**config.mk**
```make
export PLATFORM = sky130hd
export DESIGN_NAME = iso_core
export DESIGN_NICKNAME = d
export VERILOG_FILES = /design/src/core/iso_pkg.sv /design/src/core/iso_alu_if.sv /design/src/core/iso_alu.sv /design/src/core/iso_core.sv
export SDC_FILE = /design/constraint.sdc
export NUM_CORES = 2
export LEC_CHECK = 0
export BUFFER_PORTS_ARGS = -buffer_cell sky130_fd_sc_hd__buf_4
export CAP_MARGIN = 20
export CORE_UTILIZATION = 40
export CTS_BUF_LIST = sky130_fd_sc_hd__clkbuf_4 sky130_fd_sc_hd__clkbuf_8
export DETAILED_ROUTE_END_ITERATION = 16
export HOLD_SLACK_MARGIN = 0.06
export PLACE_DENSITY = 0.51
export SLEW_MARGIN = 0
export SYNTH_ARGS = -nofsm -noshare
export SYNTH_HDL_FRONTEND = slang
export SYNTH_SLANG_ARGS = --single-unit
```
**constraint.sdc**
```tcl
create_clock -name clk_sys -period 60.4 [get_ports clk_sys]
set_input_delay 12.08 -clock clk_sys [delete_from_list [all_inputs] [get_ports clk_sys]]
set_output_delay 12.08 -clock clk_sys [all_outputs]
set_load 0.005 [all_outputs]
```
**src/core/iso_pkg.sv**
```systemverilog
package iso_pkg;
   // operation codes presented on the command port
   typedef enum logic [2:0] {
      ISO_OP_NONE = 3'b000,
      ISO_OP_INC = 3'b001,
      ISO_OP_IOR = 3'b010,
      ISO_OP_LSL = 3'b011,
      ISO_OP_LSR = 3'b100,
      ISO_OP_MOV = 3'b101
   } iso_op_t;

   localparam int ISO_ADDR_W = 7;
   localparam int ISO_DATA_W = 8;
   localparam int ISO_DEPTH = 128;
   localparam logic ISO_DEST_ACC = 1'b0;
   localparam logic ISO_DEST_REG = 1'b1;
   localparam logic [7:0] ISO_ACC_RST = 8'h00;
   localparam logic [7:0] ISO_FILE_RST = 8'h00;
   localparam logic [7:0] ISO_ONE = 8'h01;
   localparam logic [7:0] ISO_ZERO = 8'h00;
   localparam int ISO_MSB = 7;
   localparam int ISO_LSB = 0;
endpackage

```
**src/core/iso_alu_if.sv**
```systemverilog
`timescale 1ns/100ps
// operand and result bundle between the core and its alu
interface iso_alu_if;
   iso_pkg::iso_op_t op;
   logic [7:0] acc;
   logic [7:0] src;
   logic carry_in;
   logic [7:0] result;
   logic carry_out;
   logic zero_out;
   logic carry_we;
   logic zero_we;
   modport core (output op, acc, src, carry_in,
      input result, carry_out, zero_out, carry_we, zero_we);
   modport alu (input op, acc, src, carry_in,
      output result, carry_out, zero_out, carry_we, zero_we);
endinterface

```
**src/core/iso_alu.sv**
```systemverilog
`timescale 1ns/100ps
module iso_alu (
   iso_alu_if.alu a
);
   // result and flag effects per operation
   always_comb begin
      a.result = a.src;
      a.carry_out = a.carry_in;
      a.carry_we = 1'b0;
      a.zero_we = 1'b0;
      case (a.op)
         iso_pkg::ISO_OP_INC: begin
            a.result = a.src + iso_pkg::ISO_ONE;
            a.zero_we = 1'b1;
         end
         iso_pkg::ISO_OP_IOR: begin
            a.result = a.acc | a.src;
            a.zero_we = 1'b1;
         end
         iso_pkg::ISO_OP_LSL: begin
            a.result = {a.src[6:0], 1'b0};
            a.carry_out = a.src[iso_pkg::ISO_MSB];
            a.carry_we = 1'b1;
            a.zero_we = 1'b1;
         end
         iso_pkg::ISO_OP_LSR: begin
            a.result = {1'b0, a.src[7:1]};
            a.carry_out = a.src[iso_pkg::ISO_LSB];
            a.carry_we = 1'b1;
            a.zero_we = 1'b1;
         end
         iso_pkg::ISO_OP_MOV: begin
            a.result = a.src;
            a.zero_we = 1'b1;
         end
         default: begin
            a.result = a.src;
         end
      endcase
   end

   // zero flag from the full 8-bit result
   assign a.zero_out = (a.result == iso_pkg::ISO_ZERO);
endmodule // iso_alu

```
**src/core/iso_core.sv**
```systemverilog
`timescale 1ns/100ps
// Overview of operation
// - destination bit 0 writes accumulator, 1 writes addressed register
// - register address is 7 bits, 0 to 127; destination 0 or 1
// - increment adds one, updates zero only, carry kept
// - inclusive or of accumulator and register, updates zero only
// - left shift moves bits up, bit 7 to carry, updates carry, zero
// - left shift always puts zero in result bit 0
// - right shift moves bits down, bit 0 to carry, msb zero
// - move copies register unchanged, updates zero for testing
module iso_core (
   input wire logic clk_sys,
   input wire logic rst,
   input wire iso_pkg::iso_op_t op,
   input wire logic [6:0] addr,
   input wire logic dest,
   output logic [7:0] acc,
   output logic carry,
   output logic zero,
   output logic [7:0] file_rdata
);
   typedef struct packed {
      logic [7:0] acc;
      logic carry;
      logic zero;
   } iso_state_t;

   iso_state_t s_q;
   iso_state_t s_d;
   logic [7:0] file_q [iso_pkg::ISO_DEPTH];
   logic file_we;
   logic op_valid;
   logic [7:0] rd_q;
   iso_alu_if alu_bus ();

   iso_alu u_alu (
      .a(alu_bus.alu)
   );

   // operands to the alu
   assign alu_bus.op = op;
   assign alu_bus.acc = s_q.acc;
   assign alu_bus.src = file_q[addr];
   assign alu_bus.carry_in = s_q.carry;

   // only the five defined codes may write; idle and spare codes are ignored
   assign op_valid = op inside {iso_pkg::ISO_OP_INC, iso_pkg::ISO_OP_IOR,
      iso_pkg::ISO_OP_LSL, iso_pkg::ISO_OP_LSR, iso_pkg::ISO_OP_MOV};

   // file write only for a real op aimed at the register
   assign file_we = op_valid &&
      (dest == iso_pkg::ISO_DEST_REG);

   // next state of accumulator and flags
   always_comb begin
      s_d = s_q;
      if (op_valid &&
         dest == iso_pkg::ISO_DEST_ACC) begin
         s_d.acc = alu_bus.result;
      end
      if (alu_bus.carry_we) begin
         s_d.carry = alu_bus.carry_out;
      end
      if (alu_bus.zero_we) begin
         s_d.zero = alu_bus.zero_out;
      end
   end

   // state registered each cycle, one op per cycle
   always_ff @(posedge clk_sys or posedge rst) begin
      if (rst) begin
         s_q <= '{acc: iso_pkg::ISO_ACC_RST, carry: 1'b0, zero: 1'b0};
      end else begin
         s_q <= s_d;
      end
   end

   // data register file, written back in the same cycle
   generate
      for (genvar i = 0; i < iso_pkg::ISO_DEPTH; i++) begin : g_file
         always_ff @(posedge clk_sys or posedge rst) begin
            if (rst) begin
               file_q[i] <= iso_pkg::ISO_FILE_RST;
            end else if (file_we && addr == 7'(i)) begin
               file_q[i] <= alu_bus.result;
            end
         end
      end
   endgenerate

   // registered read port shows the addressed register after the edge
   always_ff @(posedge clk_sys or posedge rst) begin
      if (rst) begin
         rd_q <= iso_pkg::ISO_FILE_RST;
      end else if (file_we) begin
         rd_q <= alu_bus.result;
      end else begin
         rd_q <= file_q[addr];
      end
   end

   assign acc = s_q.acc;
   assign carry = s_q.carry;
   assign zero = s_q.zero;
   assign file_rdata = rd_q;
endmodule // iso_core

```
==> results by group <==
Finish
  – Top library cells by usage in the layout, fill and taps aside: dfrtp_1, nor2_1, nand2_1
  – Share of final-layout standard cells stronger than drive strength 1: 19.02%
  – Post-layout instance count excluding filler cells: 6285
  – Most common cell after layout, fill and taps aside: dfrtp_1
  – Final net count: 4620
  – Synth-to-Final Area Change: 11.95%

Die
  – Placeable core region: 0.1182 mm^2
  – Die Width: 347.4 um
  – Number of cell rows: 126
  – Die height: 347.4 um
  – Total die area: 0.1207 mm^2
  – I/O pin cnt: 31
  – Initial cell density of the core: 40.35%

Synth
  – Number of register bits inferred by synthesis: 1042
  – Area contributors post-synth: dfrtp_1, mux4_2, nor2_1
  – Number of distinct standard cells referenced by the synthesized netlist: 73
  – Mapped Cells: 4601
  – Synth Net Count: 4615
  – Yosys Warn Count: 0
  – Most area-hungry cell type in the Yosys netlist: dfrtp_1
  – Number of flops mapped to enable cells by yosys: 0
  – Avg Inst Size Synth: 10.37 um^2
  – Async set-reset flop share out of synthesis: 100.0%
  – Sequential element share of the synthesized area: 54.65%
  – Area share of the largest cell type after synthesis: 54.65%
  – Cell area after synthesis: 0.04771 mm^2
  – Top_reg_cell synth: dfrtp_1

STA
  – Tcrit/Tclk final: 29.77%
  – Fin. max-slew vios: 0
  – Crit path time final: 17.98 ns
  – Final Hold Vio Count: 0
  – Post-route setup TNS: 0 ns
  – Max-slew headroom at the worst pin: 19.41%
  – Maximum frequency from static timing analysis: 0.05561 GHz
  – Pin slew with the least headroom to its limit: 1.206 ns
  – Max Clock Skew: 0.04544 ns
  – Setup repair after global routing missed its margin: no
  – Final-report setup violation count: 0

Drt
  – Routed wire length per instance: 25.78 um
  – Antenna viol nets, final: 0
  – Vias per Instance: 5.591
  – 1st-iter DRT viols: 3388
  – Via total after detailed routing: 35140
  – 1st-pass router iterations: 6
  – DRC errors left: 0
  – Wire length after detailed routing: 162.0 mm

Global route
  – Aggregate global-route resource usage: 27.22%
  – Busiest metal layer after global routing: met2
  – Pin count of the biggest net entering global routing: 183
  – GR met3 Demand/Resource: 5.343%
  – M2 GR Usage: 40.89%
  – Met1 Track Usage GR: 39.18%
  – Wire length of the first global-routing pass: 242.6 mm
  – Congestion Overflow GR: 0
  – Vias in the first global route: 34940
  – Initial antenna violation count: 3

Clock network
  – Number of hold-repair buffers added at the cts stage: 0
  – Number of buffers added for setup after CTS: 0
  – Number of buffers on the longest clock path: 3
  – Clock latency on the worst-skew pair: 0.91 ns
  – Count of H-tree levels built during CTS: 4
  – Post-cts sizing count: 0
  – Clock net sink count: 1042
  – Clock-pin slew on the worst setup and hold paths: 0.06 ns
  – Total CTS buffers: 180
  – TritonCTS clock tree: built
  – Clock root buffer master: clkbuf_8

Power and ir drop
  – Portion of total power attributed to combinational logic: 13.1%
  – Power density normalized to cell area: 32.03 mW/mm^2
  – Portion of total power attributed to the clock network: 40.5%
  – Sequential group share of total power: 46.4%
  – Pint: 1.230 mW
  – Peak ir drop on the vdd network: 0.02451 mV
  – Switching share of power: 28.10%
  – Cell leakage power: 24.41 nW
  – Net switching power: 0.4807 mW

Setup path
  – Register-to-register path setup slack: 54.90 ns
  – CP Data Required Time: 61.11 ns
  – Crit end category: flip-flop
  – Arrival time reported for the critical path endpoint: 18.69 ns
  – Max Fanout on Critical Path: 70
  – Kind of start point of the critical path: primary input
  – Worst Setup Path Type: in2reg

Hold path
  – Hold WC Path Type: reg2reg

Placement
  – Post-detailed-placement half-perimeter wirelength: 103.3 mm
  – Total of buffers placed on input and output ports: 30
  – Final weighted congestion of routability-driven global placement: 0.8762
  – Placed Cells incl. Taps: 5956

Flow run
  – Number of max-capacitance violations reported: 0

Outcome
  – Outcome: completed
[synth_stat cells (all sizes together), types with 19 or more instances]
master and instances:
dfrtp 1042, nor2 924, nand2 611, a21oi 540, o21ai 294, clkbuf 226
mux4 184, mux2i 173, mux2 148, buf 139, a22oi 67, nand3 29
nor3 19
[worst max-delay path, cell delays in order]
cell	delay, ns
buf_8	0.42
buf_4	0.64
nor2b_4	0.72
buf_4	0.58
a22oi_1	0.14
nand2_1	0.17
o211ai_1	0.18
nor4b_1	0.77
and3_1	0.47
nor2_1	0.15
a41oi_1	0.31
o211a_4	0.79
buf_4	0.85
o21ai_0	0.20
[logic make-up (layout without fill, tap and decap cells)]
logic type	count (synthesis)	in the layout	share of synthesized area (%)
xor gates and xnor gates	2	2	0.03672
other	0	2	0
AOI/OAI and AO/OA	1019	1019	12.07
muxes	505	505	15.81
and+or+nand+nor	1659	1659	13.64
adders and majority gates	1	1	0.02622
DFF	1042	1042	54.65
buffers and inverters	373	519	3.768
[layout make-up]
class,instances,area [um^2]
Inverter,8,37.54
Sequential cell,1042,26080
Fill cell,11350,64820
Clock buffer,297,3706
Antenna cell,2,5.005
Multi-Input combinational cell,3186,19950
Clock inverter,26,186.4
Tap cell,1536,1922
Timing Repair Buffer,188,1531
[routing by layer]
metal  part of all wire, %  wire length [um]
met1                    45             73410
met2                    45             72350
met3                   6.9             11130
met4                   3.2              5104
met5                     0                 0
[registers in the layout, indices dropped and copies added (netlist names)]
register / flops
file_q: 1024
acc: 8
file_rdata: 8
carry: 1
zero: 1
[path summary, 6_finish.rpt]
path                             start      endpoint  depth (start not counted)
max reg2reg                file_q[646]   file_q[662]                         10
max                            addr[3]   file_q[662]                         14
min reg2reg                file_q[683]   file_q[683]                          2
max in group asynchronous          rst   file_q[276]                          7
min                        file_q[683]   file_q[683]                          2
min in group asynchronous          rst  file_q[1009]                          2
[power groups by stage]
stage / Sequential [mW] / Combinational, mW / Clock (mW)
floorplan: 0.799 / 0.157 / 0
global placement: 0.805 / 0.221 / 0
detailed placement: 0.806 / 0.224 / 0
CTS: 0.794 / 0.224 / 0.708
global route: 0.801 / 0.244 / 0.738
finish: 0.794 / 0.224 / 0.692
[per-stage QoR]
stage / util [%] / total power, mW / worst slack [ns] / hold slack (ns) / instance area, um^2
after detailed placement: 41.82 / 1.030 / 41.59 / 0.4613 / 49450
after global routing: 45.18 / 1.784 / 42.12 / 0.4896 / 53420
final: 45.18 / 1.711 / 42.42 / 0.4692 / 53420
after CTS: 45.11 / 1.726 / 42.58 / 0.4735 / 53340
after floorplan: - / 0.9552 / 18.99 / 0.4405 / 47710
after global placement: 41.78 / 1.026 / 41.57 / 0.4555 / 49400
Note: power is estimated with default switching activity, not from simulation.
